File: config.mk
export PLATFORM = sky130hd
export DESIGN_NAME = tdq_writer
export DESIGN_NICKNAME = d
export VERILOG_FILES = /design/src/pkg/tdq_pkg.sv /design/src/hdl/tdq_burst_buf.sv /design/src/hdl/tdq_flush_timer.sv /design/src/hdl/tdq_writer.sv
export SDC_FILE = /design/constraint.sdc
export NUM_CORES = 1
export LEC_CHECK = 0
export ABC_AREA = 1
export BUFFER_PORTS_ARGS = -buffer_cell sky130_fd_sc_hd__buf_2
export CAP_MARGIN = 20
export CORE_MARGIN = 8
export CORE_UTILIZATION = 48
export CTS_CLUSTER_DIAMETER = 50
export CTS_CLUSTER_SIZE = 24
export DETAILED_ROUTE_END_ITERATION = 6
export HOLD_SLACK_MARGIN = 0.05
export PLACE_DENSITY = 0.68
export SLEW_MARGIN = 5
export SYNTH_ARGS = -nofsm -noshare
export SYNTH_HDL_FRONTEND = slang
export SYNTH_HIERARCHICAL = 1
export SYNTH_SLANG_ARGS = --single-unit
export TNS_END_PERCENT = 50
File: constraint.sdc
create_clock -name ref_clk -period 5.29 [get_ports ref_clk]
set_input_delay 1.058 -clock ref_clk [delete_from_list [all_inputs] [get_ports ref_clk]]
set_output_delay 1.058 -clock ref_clk [all_outputs]
set_load 0.02 [all_outputs]
File: src/pkg/tdq_pkg.sv
package tdq_pkg;
  // ==========================================================
  // Register map (byte addresses)
  localparam logic [11:0] BASE_LOW_OFS = 12'h830;
  localparam logic [11:0] BASE_HIGH_OFS = 12'h834;
  localparam logic [11:0] END_OFS = 12'h838;
  localparam logic [11:0] READ_PTR_OFS = 12'h83c;
  localparam logic [11:0] WRITE_PTR_OFS = 12'h840;
  localparam logic [11:0] FLUSH_TIMER_OFS = 12'h844;
  localparam logic [11:0] CTRL_OFS = 12'h880;
  // ==========================================================
  // Control field positions and reset values
  localparam int BURST_EN_BIT = 2;
  localparam int FLUSH_BIT = 3;
  localparam int THR_LSB = 8;
  localparam logic [15:0] CTRL_MASK = 16'h070f;
  localparam logic [15:0] REG_RESET = 16'h0000;
  localparam logic [15:0] TIMER_RESET = 16'h0000;
  // ==========================================================
  // Completion entry layout
  localparam int DESC_LSB = 0;
  localparam int CHAN_LSB = 16;
  localparam int STAT_LSB = 26;
  // ==========================================================
  // Buffer and timing
  localparam int BUF_DEPTH = 8;
  localparam logic [3:0] WATERMARK = 4'h6;
  localparam int CLK_PERIOD_NS = 100;
  localparam int TIMER_DIV_CYCLES = 256;
  localparam logic [16:0] TIMER_MAX_RELOAD = 17'h10000;

  typedef enum logic [1:0] {S_IDLE, S_ISSUE, S_WAIT} tdq_state_t;

  // Pointer after one entry, wrapping past the end offset
  function automatic logic [15:0] tdq_next_ptr(input logic [15:0] ptr,
                                               input logic [15:0] endOfs);
    logic [16:0] inc;
    inc = {1'b0, ptr} + 17'h00001;
    tdq_next_ptr = (inc > {1'b0, endOfs}) ? 16'h0000 : inc[15:0];
  endfunction

  // Free slots; one slot always kept empty so full differs from empty
  function automatic logic [16:0] tdq_free(input logic [15:0] wp,
                                           input logic [15:0] rp,
                                           input logic [15:0] endOfs);
    logic [16:0] size;
    logic [16:0] used;
    size = {1'b0, endOfs} + 17'h00001;
    used = (wp >= rp) ? {1'b0, wp} - {1'b0, rp} : size - {1'b0, rp} + {1'b0, wp};
    tdq_free = size - used - 17'h00001;
  endfunction

  // Programmed count to ticks: all ones means the full 2^16
  function automatic logic [16:0] tdq_reload(input logic [15:0] val);
    tdq_reload = (val == 16'hffff) ? TIMER_MAX_RELOAD : {1'b0, val};
  endfunction
endpackage

File: src/hdl/tdq_burst_buf.sv
`timescale 1ns/10ps
module tdq_burst_buf
  import tdq_pkg::*;
(
  input wire logic ref_clk,
  input wire logic rstn,
  input wire logic push,
  input wire logic [31:0] pushData,
  input wire logic pop,
  output logic [31:0] head,
  output logic [3:0] count,
  output logic full
);
  import tdq_pkg::*;

  logic [31:0] mem [BUF_DEPTH];
  logic [2:0] wrIdx;
  logic [2:0] rdIdx;

  // Storage for up to eight one-dword entries
  always_ff @(posedge ref_clk) begin
    if (push && !full) begin
      mem[wrIdx] <= pushData;
    end
  end

  // Indices and fill level; push and pop may share a cycle
  always_ff @(posedge ref_clk or negedge rstn) begin
    if (!rstn) begin
      wrIdx <= 3'h0;
      rdIdx <= 3'h0;
      count <= 4'h0;
    end else begin
      if (push && !full) begin
        wrIdx <= wrIdx + 3'h1;
      end
      if (pop && count != 4'h0) begin
        rdIdx <= rdIdx + 3'h1;
      end
      count <= count + 4'((push && !full) ? 1 : 0) - 4'((pop && count != 4'h0) ? 1 : 0);
    end
  end

  assign head = mem[rdIdx];
  assign full = (count == 4'(BUF_DEPTH));

  property p_count_bound;
    @(posedge ref_clk) disable iff (!rstn) count <= 4'(BUF_DEPTH);
  endproperty
  a_count_bound: assert property (p_count_bound) else $error("buffer overfilled");
endmodule

File: src/hdl/tdq_flush_timer.sv
`timescale 1ns/10ps
module tdq_flush_timer
  import tdq_pkg::*;
(
  input wire logic ref_clk,
  input wire logic rstn,
  input wire logic enable,
  input wire logic reload,
  input wire logic [15:0] reloadValue,
  output logic expired
);
  import tdq_pkg::*;

  logic [7:0] divCnt;
  logic tick;
  logic [16:0] remain;

  // Clock divided by 256 as a one-cycle enable
  always_ff @(posedge ref_clk or negedge rstn) begin
    if (!rstn) begin
      divCnt <= 8'h00;
    end else begin
      divCnt <= divCnt + 8'h01;
    end
  end
  assign tick = (divCnt == 8'(TIMER_DIV_CYCLES - 1));

  // Count down in ticks; reloaded on each queue write or while burst mode is off
  always_ff @(posedge ref_clk or negedge rstn) begin
    if (!rstn) begin
      remain <= 17'h00000;
    end else if (!enable || reload) begin
      remain <= tdq_reload(reloadValue);
    end else if (tick && remain != 17'h00000) begin
      remain <= remain - 17'h00001;
    end
  end

  // Ignored entirely when burst mode is off
  assign expired = enable && (remain == 17'h00000);

  property p_reload;
    @(posedge ref_clk) disable iff (!rstn)
      (enable && reload) |=> (remain == tdq_reload($past(reloadValue)));
  endproperty
  a_reload: assert property (p_reload) else $error("timer not reloaded");

  property p_tick_gap;
    @(posedge ref_clk) disable iff (!rstn) tick |=> !tick [*8];
  endproperty
  a_tick_gap: assert property (p_tick_gap) else $error("timer ticks too often");
endmodule

File: src/hdl/tdq_writer.sv
`timescale 1ns/10ps
// How it works
// - Full when read pointer one ahead
// - Entry address is base plus four times write pointer
// - Advance pointer; past end offset wraps zero
// - End offset counts dwords from base
// - No writes until master enable set
// - Write status after 1 to 128 writes
// - No room: error, no write, no advance
// - Enabled status flags raise interrupt request
// - Burst buffer holds eight entries
// - Burst mode waits for six entries
// - Burst only as many as fit
// - Buffer with no queue room sets write error
// - Burst off: one entry per write
// - Flush bit drains buffer; software clears it
// - 16-bit timer ticks every 256 clocks
// - Timer used only in burst mode
// - Every queue write reloads the timer
// - 0001h reloads 1, FFFFh reloads 65536
// - Equal pointers mean empty queue
// - Device owns write, host read pointer
// - Entry: descriptor, channel, status fields
module tdq_writer
  import tdq_pkg::*;
(
  input wire logic ref_clk,
  input wire logic rstn,
  input wire logic regWrEn,
  input wire logic regRdEn,
  input wire logic [11:0] regAddr,
  input wire logic [15:0] regWrData,
  output logic [15:0] regRdData,
  input wire logic txDmaMasterEnable,
  input wire logic queueWriteIntEnable,
  input wire logic queueWriteErrorIntEnable,
  input wire logic entryValid,
  output logic entryReady,
  input wire logic [15:0] entryDescPtr,
  input wire logic [7:0] entryChannel,
  input wire logic [2:0] entryStatus,
  output logic memReq,
  output logic [31:0] memAddr,
  output logic [31:0] memData,
  output logic memLast,
  input wire logic memAck,
  output logic queueWriteStatus,
  output logic queueWriteErrorStatus,
  output logic statusIrq
);
  import tdq_pkg::*;

  logic [15:0] baseLow;
  logic [15:0] baseHigh;
  logic [15:0] endOffset;
  logic [15:0] readPtr;
  logic [15:0] writePtr;
  logic [15:0] timerCount;
  logic [15:0] ctrl;
  tdq_state_t state;
  tdq_state_t next_state;
  logic [3:0] beatsLeft;
  logic [7:0] thrCount;
  logic [31:0] entryWord;
  logic [31:0] bufHead;
  logic [3:0] bufCount;
  logic bufFull;
  logic bufPop;
  logic timerExpired;
  logic burstEnable;
  logic flushBit;
  logic [16:0] freeSlots;
  logic [3:0] fitBeats;
  logic startDrain;
  logic dropEntry;
  logic writeDone;
  logic queueFull;
  logic queueEmpty;
  logic [8:0] thrLimit;

  // ==========================================================
  // Register file
  assign burstEnable = ctrl[BURST_EN_BIT];
  assign flushBit = ctrl[FLUSH_BIT];

  // Host writes; the write pointer is only for initialisation
  always_ff @(posedge ref_clk or negedge rstn) begin
    if (!rstn) begin
      baseLow <= REG_RESET;
      baseHigh <= REG_RESET;
      endOffset <= REG_RESET;
      readPtr <= REG_RESET;
      timerCount <= TIMER_RESET;
      ctrl <= REG_RESET;
    end else if (regWrEn) begin
      case (regAddr)
        BASE_LOW_OFS: baseLow <= regWrData;
        BASE_HIGH_OFS: baseHigh <= regWrData;
        END_OFS: endOffset <= regWrData;
        READ_PTR_OFS: readPtr <= regWrData;
        FLUSH_TIMER_OFS: timerCount <= regWrData;
        CTRL_OFS: ctrl <= regWrData & CTRL_MASK;
        default: ;
      endcase
    end
  end

  // Device advance wins over a host write in the same cycle
  always_ff @(posedge ref_clk or negedge rstn) begin
    if (!rstn) begin
      writePtr <= REG_RESET;
    end else if (writeDone) begin
      writePtr <= tdq_next_ptr(writePtr, endOffset);
    end else if (regWrEn && regAddr == WRITE_PTR_OFS) begin
      writePtr <= regWrData;
    end
  end

  // Registered read data; unmapped offsets read zero
  always_ff @(posedge ref_clk or negedge rstn) begin
    if (!rstn) begin
      regRdData <= REG_RESET;
    end else if (regRdEn) begin
      case (regAddr)
        BASE_LOW_OFS: regRdData <= baseLow;
        BASE_HIGH_OFS: regRdData <= baseHigh;
        END_OFS: regRdData <= endOffset;
        READ_PTR_OFS: regRdData <= readPtr;
        WRITE_PTR_OFS: regRdData <= writePtr;
        FLUSH_TIMER_OFS: regRdData <= timerCount;
        CTRL_OFS: regRdData <= ctrl;
        default: regRdData <= REG_RESET;
      endcase
    end
  end

  // ==========================================================
  // Queue space
  assign freeSlots = tdq_free(writePtr, readPtr, endOffset);
  assign queueFull = (tdq_next_ptr(writePtr, endOffset) == readPtr);
  assign queueEmpty = (writePtr == readPtr);
  // Beats limited by what the queue can take without overflowing
  assign fitBeats = (freeSlots < {13'h0000, bufCount}) ? freeSlots[3:0] : bufCount;

  // ==========================================================
  // Entry intake and buffer
  always_comb begin
    entryWord = 32'h00000000;
    entryWord[DESC_LSB +: 16] = entryDescPtr;
    entryWord[CHAN_LSB +: 8] = entryChannel;
    entryWord[STAT_LSB +: 3] = entryStatus;
  end

  // Back-pressure when the buffer is full
  assign entryReady = !bufFull;
  assign writeDone = (state == S_WAIT) && memAck;
  assign bufPop = writeDone || dropEntry;

  tdq_burst_buf i_tdq_burst_buf (
    .ref_clk(ref_clk),
    .rstn(rstn),
    .push(entryValid),
    .pushData(entryWord),
    .pop(bufPop),
    .head(bufHead),
    .count(bufCount),
    .full(bufFull)
  );

  tdq_flush_timer i_tdq_flush_timer (
    .ref_clk(ref_clk),
    .rstn(rstn),
    .enable(burstEnable),
    .reload(writeDone),
    .reloadValue(timerCount),
    .expired(timerExpired)
  );

  // ==========================================================
  // Write sequencer
  // Single mode drains each entry; burst waits for watermark,
  // flush or timer expiry
  assign startDrain = (state == S_IDLE) && txDmaMasterEnable && (bufCount != 4'h0) &&
    (!burstEnable || bufCount >= WATERMARK || flushBit || timerExpired);
  // A blocked entry is lost rather than stalling the transmit path
  assign dropEntry = startDrain && (freeSlots == 17'h00000);

  always_comb begin
    next_state = state;
    case (state)
      S_IDLE: if (startDrain && !dropEntry) next_state = S_ISSUE;
      S_ISSUE: next_state = S_WAIT;
      S_WAIT: if (memAck) next_state = (beatsLeft == 4'h1) ? S_IDLE : S_ISSUE;
      default: next_state = S_IDLE;
    endcase
  end

  always_ff @(posedge ref_clk or negedge rstn) begin
    if (!rstn) begin
      state <= S_IDLE;
    end else begin
      state <= next_state;
    end
  end

  // Beats left in the current burst
  always_ff @(posedge ref_clk or negedge rstn) begin
    if (!rstn) begin
      beatsLeft <= 4'h0;
    end else if (startDrain && !dropEntry) begin
      beatsLeft <= burstEnable ? fitBeats : 4'h1;
    end else if (writeDone) begin
      beatsLeft <= beatsLeft - 4'h1;
    end
  end

  // Memory write beat, held until acknowledged
  always_ff @(posedge ref_clk or negedge rstn) begin
    if (!rstn) begin
      memReq <= 1'b0;
      memAddr <= 32'h00000000;
      memData <= 32'h00000000;
      memLast <= 1'b0;
    end else if (state == S_ISSUE) begin
      memReq <= 1'b1;
      memAddr <= {baseHigh, baseLow} + {14'h0000, writePtr, 2'b00};
      memData <= bufHead;
      memLast <= (beatsLeft == 4'h1);
    end else if (writeDone) begin
      memReq <= 1'b0;
      memLast <= 1'b0;
    end
  end

  // ==========================================================
  // Status
  assign thrLimit = 9'h001 << ctrl[THR_LSB +: 3];

  // Write status after the programmed number of writes
  always_ff @(posedge ref_clk or negedge rstn) begin
    if (!rstn) begin
      thrCount <= 8'h00;
      queueWriteStatus <= 1'b0;
    end else if (writeDone && ({1'b0, thrCount} + 9'h001 >= thrLimit)) begin
      thrCount <= 8'h00;
      queueWriteStatus <= 1'b1;
    end else begin
      thrCount <= thrCount + 8'(writeDone ? 1 : 0);
      queueWriteStatus <= 1'b0;
    end
  end

  // Error pulse and interrupt request one cycle after the event
  always_ff @(posedge ref_clk or negedge rstn) begin
    if (!rstn) begin
      queueWriteErrorStatus <= 1'b0;
    end else begin
      queueWriteErrorStatus <= dropEntry;
    end
  end

  assign statusIrq = (queueWriteStatus && queueWriteIntEnable) ||
    (queueWriteErrorStatus && queueWriteErrorIntEnable);

  // ==========================================================
  // Checks
  property p_addr;
    @(posedge ref_clk) disable iff (!rstn)
      memReq |-> memAddr == {baseHigh, baseLow} + {14'h0000, writePtr, 2'b00};
  endproperty
  a_addr: assert property (p_addr) else $error("entry address wrong");

  property p_wrap;
    @(posedge ref_clk) disable iff (!rstn)
      (writeDone && writePtr == endOffset) |=> writePtr == 16'h0000;
  endproperty
  a_wrap: assert property (p_wrap) else $error("pointer did not wrap");

  property p_advance;
    @(posedge ref_clk) disable iff (!rstn)
      (writeDone && writePtr < endOffset) |=> writePtr == $past(writePtr) + 16'h0001;
  endproperty
  a_advance: assert property (p_advance) else $error("pointer did not advance");

  property p_enable;
    @(posedge ref_clk) disable iff (!rstn) $rose(memReq) |-> $past(txDmaMasterEnable, 2);
  endproperty
  a_enable: assert property (p_enable) else $error("write while disabled");

  property p_not_full;
    @(posedge ref_clk) disable iff (!rstn) (state == S_ISSUE) |-> !queueFull;
  endproperty
  a_not_full: assert property (p_not_full) else $error("write into full queue");

  property p_error;
    @(posedge ref_clk) disable iff (!rstn)
      dropEntry |=> queueWriteErrorStatus && writePtr == $past(writePtr) && !memReq;
  endproperty
  a_error: assert property (p_error) else $error("overflow not handled");

  property p_single;
    @(posedge ref_clk) disable iff (!rstn) (writeDone && !burstEnable) |-> memLast;
  endproperty
  a_single: assert property (p_single) else $error("multi-beat write in single mode");

  property p_watermark;
    @(posedge ref_clk) disable iff (!rstn)
      (state == S_IDLE && burstEnable && !flushBit && !timerExpired && bufCount < WATERMARK)
        |=> state == S_IDLE;
  endproperty
  a_watermark: assert property (p_watermark) else $error("burst below watermark");

  property p_irq;
    @(posedge ref_clk) disable iff (!rstn)
      (dropEntry && queueWriteErrorIntEnable) |=> statusIrq;
  endproperty
  a_irq: assert property (p_irq) else $error("error interrupt missing");
endmodule

After elaboration in Yosys (flattened, before gate mapping):

Memory sizes are Yosys's and may differ from the RTL's. A register that Yosys moved wholly into a read port is not among the register bits.
Index checks and enable logic that the tools add are counted.

* register bits after elaboration: 236
* bits of input ports: 64
* memory bits (writable): 216
* memories: 1
* word-level logic and storage cells: 127
* output and inout port bits: 86

Memory list
* i_tdq_burst_buf.mem: depth 8, width 27, rd ports 1, clocked after Yosys merged registers in 1, wr ports 1, line tdq_burst_buf.sv:16 `logic [31:0] mem [BUF_DEPTH];`

* shifts and indexed selects: 1
* $add $sub $neg: 17
* $lt $le $gt $ge: 5
* equality and inequality tests: 15
* mux-type cells: 26
* reduce and logical (&&, ||, !) cells: 40

Operators with widths (number)
* one-hot mux 16 bit (7 select lines): 1
* equality test 12 bit, second input constant: 7
* two-way mux 17 bit: 4
* two-way mux 16 bit: 3
* adder 16 x 1 -> 17 bit, second input constant: 2
* logical NOT 17 bit: 2
* subtractor 17 x 1 -> 17 bit, second input constant: 2
* adder 32 x 18 -> 32 bit: 1
* adder 17 x 16 -> 17 bit: 1
* > comparator 17 x 16 -> 1 bit: 1
* < comparator 17 x 4 -> 1 bit: 1
* nonzero test 17 bit: 1
* subtractor 16 x 16 -> 17 bit: 1
* subtractor 17 x 16 -> 17 bit: 1
* subtractor 17 bit: 1
* equality test 16 bit, second input constant: 1
* greater-or-equal comparator 16 bit: 1
* two-way mux 4 bit: 4
* logical AND 1 bit: 14
* AND reduction 2 bit: 7
* two-way mux 1 bit: 10
* adder 8 x 1 -> 9 bit, second input constant: 1
* greater-or-equal comparator 9 bit: 1
* left shift 1 x 3 -> 9 bit, first input constant: 1
* 22 further kinds: 35

Logic depth before layout (Yosys ltp):

* depth in word-level cells: 12
* gate-level depth with buffers: 40
* mapped depth without buffers: 40

Cells and area by module:

The synthesis kept the hierarchy.

By module, submodules not included
* tdq_writer: sequential area each 5029.8 sq um, times used 1, area an instance 14114.8 sq um, cells an instance 1913
* tdq_burst_buf: sequential area each 7937.6 sq um, times used 1, area an instance 11732.5 sq um, cells an instance 1176
* tdq_flush_timer: sequential area each 625.6 sq um, times used 1, area an instance 1732.9 sq um, cells an instance 260

Worst setup path before layout:

OpenSTA, ideal clock, no wires.

* path kind: flip-flop to flip-flop
* start: register endOffset[0]
* end: register i_tdq_burst_buf.count[2]
* library setup time: 123 ps
* stages on the path, launching flop included: 39
* buffers on the path: 0
* path slack: -357 ps
* arrival time: 5524 ps
* clock period less this slack: 5647 ps
* data required time: 5167 ps
* cells stage by stage: dfrtp_1 > inv_1 > nor3_1 > nand2_1 > nor2_1 > xor2_1 > fa_1 > ha_1 > nand2_1 > nor3_1 > nand2_1 > nand3_1 > nand2_1 > nand2_1 > nand2_1 > nand2_1 > a21boi_0 > or2_2 > [3 not listed] > nand2_1 > ha_1 > a21oi_1 > o21ai_0 > a21oi_1 > inv_1 > nand3_2 > nand2_4 > nand3_1 > nand2_1 > nand2_1 > inv_1 > ha_1 > inv_1 > ha_1 > inv_1 > fa_1 > xnor2_1

* word-level cells in the longest chain between the ends: 12

RTL lines
* start, declared: line tdq_writer.sv:55 `logic [15:0] endOffset;`
* start signal, assigned: line tdq_writer.sv:99 `END_OFS: endOffset <= regWrData;`
* adder 16 x 1 -> 17 bit (*): line tdq_pkg.sv:48 `size = {1'b0, endOfs} + 17'h00001;`
* subtractor 17 x 16 -> 17 bit: line tdq_pkg.sv:49 `used = (wp >= rp) ? {1'b0, wp} - {1'b0, rp} : size - {1'b0, rp} + {1'b0, wp};`
* adder 17 x 16 -> 17 bit: line tdq_pkg.sv:49
* two-way mux 17 bit: line tdq_pkg.sv:49
* subtractor 17 bit (*): line tdq_pkg.sv:50 `tdq_free = size - used - 17'h00001;`
* subtractor 17 x 1 -> 17 bit (*): line tdq_pkg.sv:50
* logical NOT 17 bit (*): line tdq_writer.sv:186 `assign dropEntry = startDrain && (freeSlots == 17'h00000);`
* logical AND 1 bit (*): line tdq_writer.sv:186
* logical OR 1 bit (*): line tdq_writer.sv:157 `assign bufPop = writeDone || dropEntry;`
* net bufPop: line tdq_writer.sv:68 `logic bufPop;`
* logical AND 1 bit (*): line tdq_burst_buf.sv:40 `count <= count + 4'((push && !full) ? 1 : 0) - 4'((pop && count != 4'h0) ? 1 : 0);`
* two-way mux 1 bit (*): line tdq_burst_buf.sv:40
* subtractor 4 bit (*): line tdq_burst_buf.sv:40
* end signal, assigned: line tdq_burst_buf.sv:40
* end, declared: line tdq_burst_buf.sv:11 `output logic [3:0] count,`

Mark *: on every way through the listed nets, which the timed path passes. The rest lies on a longest branch.
A chain may end at the register's enable or synchronous reset.

Worst setup path after layout:

* start: register endOffset[1]
* end: register i_tdq_burst_buf.count[2]

The elaborated chain is that of the path after synthesis.

==> out/metrics.yaml <==
yosys:
  yosysUniqueCellTypes: 60
  asyncSetResetFlopFracSynth_pct: 48.0
  synth_top_cells_by_area: "sky130_fd_sc_hd__edfxtp_1 28%, sky130_fd_sc_hd__dfrtp_1 21%, sky130_fd_sc_hd__nand2_1 14%, sky130_fd_sc_hd__inv_1 7.5%, sky130_fd_sc_hd__nand3_1 5.1%"
  ys_dominant_reg_cell: "sky130_fd_sc_hd__edfxtp_1"
  synth-seq-area-share_pct: 49.3
  synth_warnings: 6
  ys_seq_elements: 492
  post-synth-top-count-cell: "sky130_fd_sc_hd__nand2_1"
  synth_enable_flop_cells: 256
  synth_top_cells_by_count: "1021 x sky130_fd_sc_hd__nand2_1, 548 x sky130_fd_sc_hd__inv_1, 282 x sky130_fd_sc_hd__nand3_1"
  syn-instance-count: 3349
  synthesis.area_um2: 27600
  yosysTopAreaCell: "sky130_fd_sc_hd__edfxtp_1"
  synth_area_per_cell_um2: 8.24
  synthDominantCellAreaShare_pct: 27.9
die:
  floorplan.initialDensity_pct: 48.2
  io_pins: 150
  die_area_um2: 65400
  fp.dieH_um: 256
  core.rowCount: 88
  design.core.area_um2: 57300
  floorplan.die.width_um: 256
run_status:
  failed_checks: "setup timing"
  run_status: "finished, violations left"
hold_path:
  hold_class: "flop to flop"
timing:
  grt_setup_unrepaired: "yes"
  worst_pin_slew_ps: 1070
  max_clock_freq_mhz: 178
  finalClockSkew_ps: 46.5
  period_share_pct: 106
  hold-worst-slack_ps: 451
  maxSlewHeadroom_pct: 28.5
  setup_viol_count_final: 3
  worst_slack_ps: -332
  slew_viol_final: 0
  final_period_minus_worst_setup_slack_ps: 5620
  setup_tns_ps: -828
  hold_violations: 0
placement:
  detailedPlace.worstSlack_ps: -614
  port-buffer-count: 149
  place_area_um2: 30500
  post-dp-hpwl_mm: 53.9
  place.gp.congestion: 0.952
cts:
  worstSkewPairLatency_ps: 630
  cts_tree: "done"
  hold_buffers: 0
  cts_buffer_depth: 3
  clkSinkCount: 492
  path_clk_slew_ps: 70
  cts_buffers: 53
  clock-root-buffer: "sky130_fd_sc_hd__clkbuf_16"
  htreeDepth: 2
setup_path:
  worst-endpoint-required_ps: 5800
  critical_path_arrival_ps: 6140
  reg2reg_slack_ps: -330
  end_kind: "flop"
  path_max_fanout: 5
  critPathLaunchType: "flop"
  critPathSlowestCell: "sky130_fd_sc_hd__fa_1"
  crit_path_max_incr_delay_ps: 520
  setup.worst_path.class: "flop to flop"
route:
  post_drt_via_cell_ratio: 5.11
  postRouteWirelength_mm: 78.9
  drtAntennaViolNets: 0
  drt_iter0_drc: 2010
  wire_per_inst_um: 17.5
  vias: 23034
  met3_wirelength_mm: 5.62
  max_used_layer: "met5"
  met1Wirelength_mm: 33.7
  met2WireLength_mm: 36.6
  drt_pass1_iterations: 6
  drt_drc_violations_left: 0
pwr:
  power_frac_clock_pct: 20.9
  power.switching_fraction_pct: 43.0
  power.ir.vdd_worst_mv: 0.366
  cell_internal_pwr_w: 0.0108
  p_leak_nw: 16.2
  power.combinational.fraction_pct: 51.6
  p_switching_w: 0.00813
  pwr_density_cell_nw_per_um2: 568
  power.sequential.fraction_pct: 27.5
grt:
  grt_overflow_total: 0
  vias_in_the_first_global_route: 22279
  groute.usage.overall_pct: 23.6
  maximum_number_of_pins_on_one_net_before_global_route_repair: 120
  grt_pass1_wl_mm: 124
  number_of_antenna_violations_at_the_first_check_in_global_routing: 2
cells_and_area:
  stdcell_area_um2: 33300
  areaGrowthSynthToFinish_pct: 20.7
  drive_above_1_share_pct: 17.6
  nets: 3893
run:
  max_cap_violations: 0
[final cells by class]
class | instances | area, um2
Timing Repair Buffer | 363 | 2420
Inverter | 557 | 2090
Clock buffer | 60 | 1400
Clock inverter | 39 | 515
Sequential cell | 492 | 13600
Fill cell | 5059 | 24000
Multi-Input combinational cell | 2233 | 12300
Tap cell | 765 | 957
Antenna cell | 1 | 2.50
[layout by cell type, fill, tap and decap left out, types with 7 or more instances in the layout]
cell                        synthesis  final
sky130_fd_sc_hd__nand2_1         1021    988
sky130_fd_sc_hd__inv_1            548    537
sky130_fd_sc_hd__nand3_1          282    274
sky130_fd_sc_hd__edfxtp_1         256    256
sky130_fd_sc_hd__dfrtp_1          236    234
sky130_fd_sc_hd__buf_4             14    203
sky130_fd_sc_hd__o21ai_0          189    179
sky130_fd_sc_hd__nor2_1           187    168
sky130_fd_sc_hd__buf_2             33    148
sky130_fd_sc_hd__ha_1             109     89
sky130_fd_sc_hd__a21oi_1           92     72
sky130_fd_sc_hd__xor2_1            62     56
sky130_fd_sc_hd__clkbuf_16          0     53
sky130_fd_sc_hd__conb_1             1     40
sky130_fd_sc_hd__nand2_2            4     33
sky130_fd_sc_hd__xnor2_1           27     27
sky130_fd_sc_hd__o22ai_1           24     24
sky130_fd_sc_hd__nor2_2             7     21
sky130_fd_sc_hd__nand4_1           20     20
sky130_fd_sc_hd__fa_1              20     20
sky130_fd_sc_hd__nor3_1            31     19
sky130_fd_sc_hd__ha_4               0     19
sky130_fd_sc_hd__a21oi_2            4     18
sky130_fd_sc_hd__inv_2              6     16
sky130_fd_sc_hd__nand3_2            8     16
sky130_fd_sc_hd__a31oi_1           17     16
sky130_fd_sc_hd__nor3_2             4     14
sky130_fd_sc_hd__o41ai_1           14     14
sky130_fd_sc_hd__nor2_4             6     11
sky130_fd_sc_hd__nand2_4            6     10
sky130_fd_sc_hd__o21ai_1            6     10
sky130_fd_sc_hd__clkinv_8           0      9
sky130_fd_sc_hd__buf_6              1      9
sky130_fd_sc_hd__o21bai_1           7      7
sky130_fd_sc_hd__inv_6              0      7
[layer usage]
layer  track usage [%]  up-vias
met5                 0        -
met4              8.75        4
met3              4.64      164
met2              39.0      734
met1              30.6    10724
li1                  -    11408
[flip-flops by register name, summed over array words and instances, names as in the netlist, 2 cells and up]
| signal | cells |
|---|---|
| i_tdq_flush_timer/divCnt | 8 |
| i_tdq_burst_buf/count | 4 |
| state | 2 |
| timerCount | 16 |
| i_tdq_burst_buf/mem | 256 |
| endOffset | 16 |
| thrCount | 8 |
| baseHigh | 16 |
| writePtr | 16 |
| memData | 32 |
| memAddr | 32 |
| regRdData | 16 |
| i_tdq_burst_buf/wrIdx | 3 |
| i_tdq_burst_buf/rdIdx | 3 |
| beatsLeft | 4 |
| baseLow | 16 |
| ctrl | 7 |
| readPtr | 16 |
| i_tdq_flush_timer/remain | 17 |
[power groups by stage]
stage	Combinational, W	Sequential (W)	Clock (W)
6_report	0.00976	0.00520	0.00395
5_1_grt	0.0109	0.00527	0.00416
4_1_cts	0.00900	0.00519	0.00401
3_5_place_dp	0.00860	0.00526	0
3_3_place_gp	0.00852	0.00526	0
2_1_floorplan	0.00536	0.00534	0
[through the flow]
stage	total power [W]	utilization, %	instances
3_3_place_gp	0.0138	53.2	4384
2_1_floorplan	0.0107	-	3388
3_5_place_dp	0.0139	53.2	4384
5_1_grt	0.0203	58.1	4509
6_report	0.0189	58.2	4510
4_1_cts	0.0182	57.3	4502
[critical path: cells and delay by family, from the launching register on]
family                     cells  cell delay, ps
adders and majority gates      7            1990
AOI/OAI and AO/OA              4             600
buffers and inverters          5             400
and+or+nand+nor               18            1690
DFF                            1             390
xor gates and xnor gates       3             470
[cell families (layout without fill, tap and decap cells)]
kind of cell             Yosys count  count (layout)  share of synthesized area, %
AO/OA/AOI/OAI                    376             376                          7.59
AND/OR/NAND/NOR                 1597            1597                          24.4
multiplexers                       2               2                        0.0771
XOR/XNOR                          89              89                          2.83
buffers and inverters            663            1019                          9.39
other                              1              41                        0.0136
flip-flops                       492             492                          49.3
adder cells (fa/ha/maj)          129             129                          6.40
[worst paths after layout]
path,from,to,depth (start not counted)
worst max-delay path,endOffset[1]$_DFFE_PN0P_,i_tdq_burst_buf/count[2]$_DFF_PN0_,37
max in group asynchronous,rstn,regRdData[7]$_DFFE_PN0P_,2
worst min-delay path,i_tdq_flush_timer/divCnt[0]$_DFF_PN0_,i_tdq_flush_timer/divCnt[0]$_DFF_PN0_,1
worst min register to register,i_tdq_flush_timer/divCnt[0]$_DFF_PN0_,i_tdq_flush_timer/divCnt[0]$_DFF_PN0_,1
worst max register to register,endOffset[1]$_DFFE_PN0P_,i_tdq_burst_buf/count[2]$_DFF_PN0_,37
min in group asynchronous,rstn,i_tdq_flush_timer/divCnt[2]$_DFF_PN0_,1
[repair_timing]
item	CTS	global route
buffers inserted	19	13
pin swaps	23	62
gates resized for setup	61	98
endpoints found under the setup margin	4	11
Note: power is estimated with default switching activity, not from simulation.
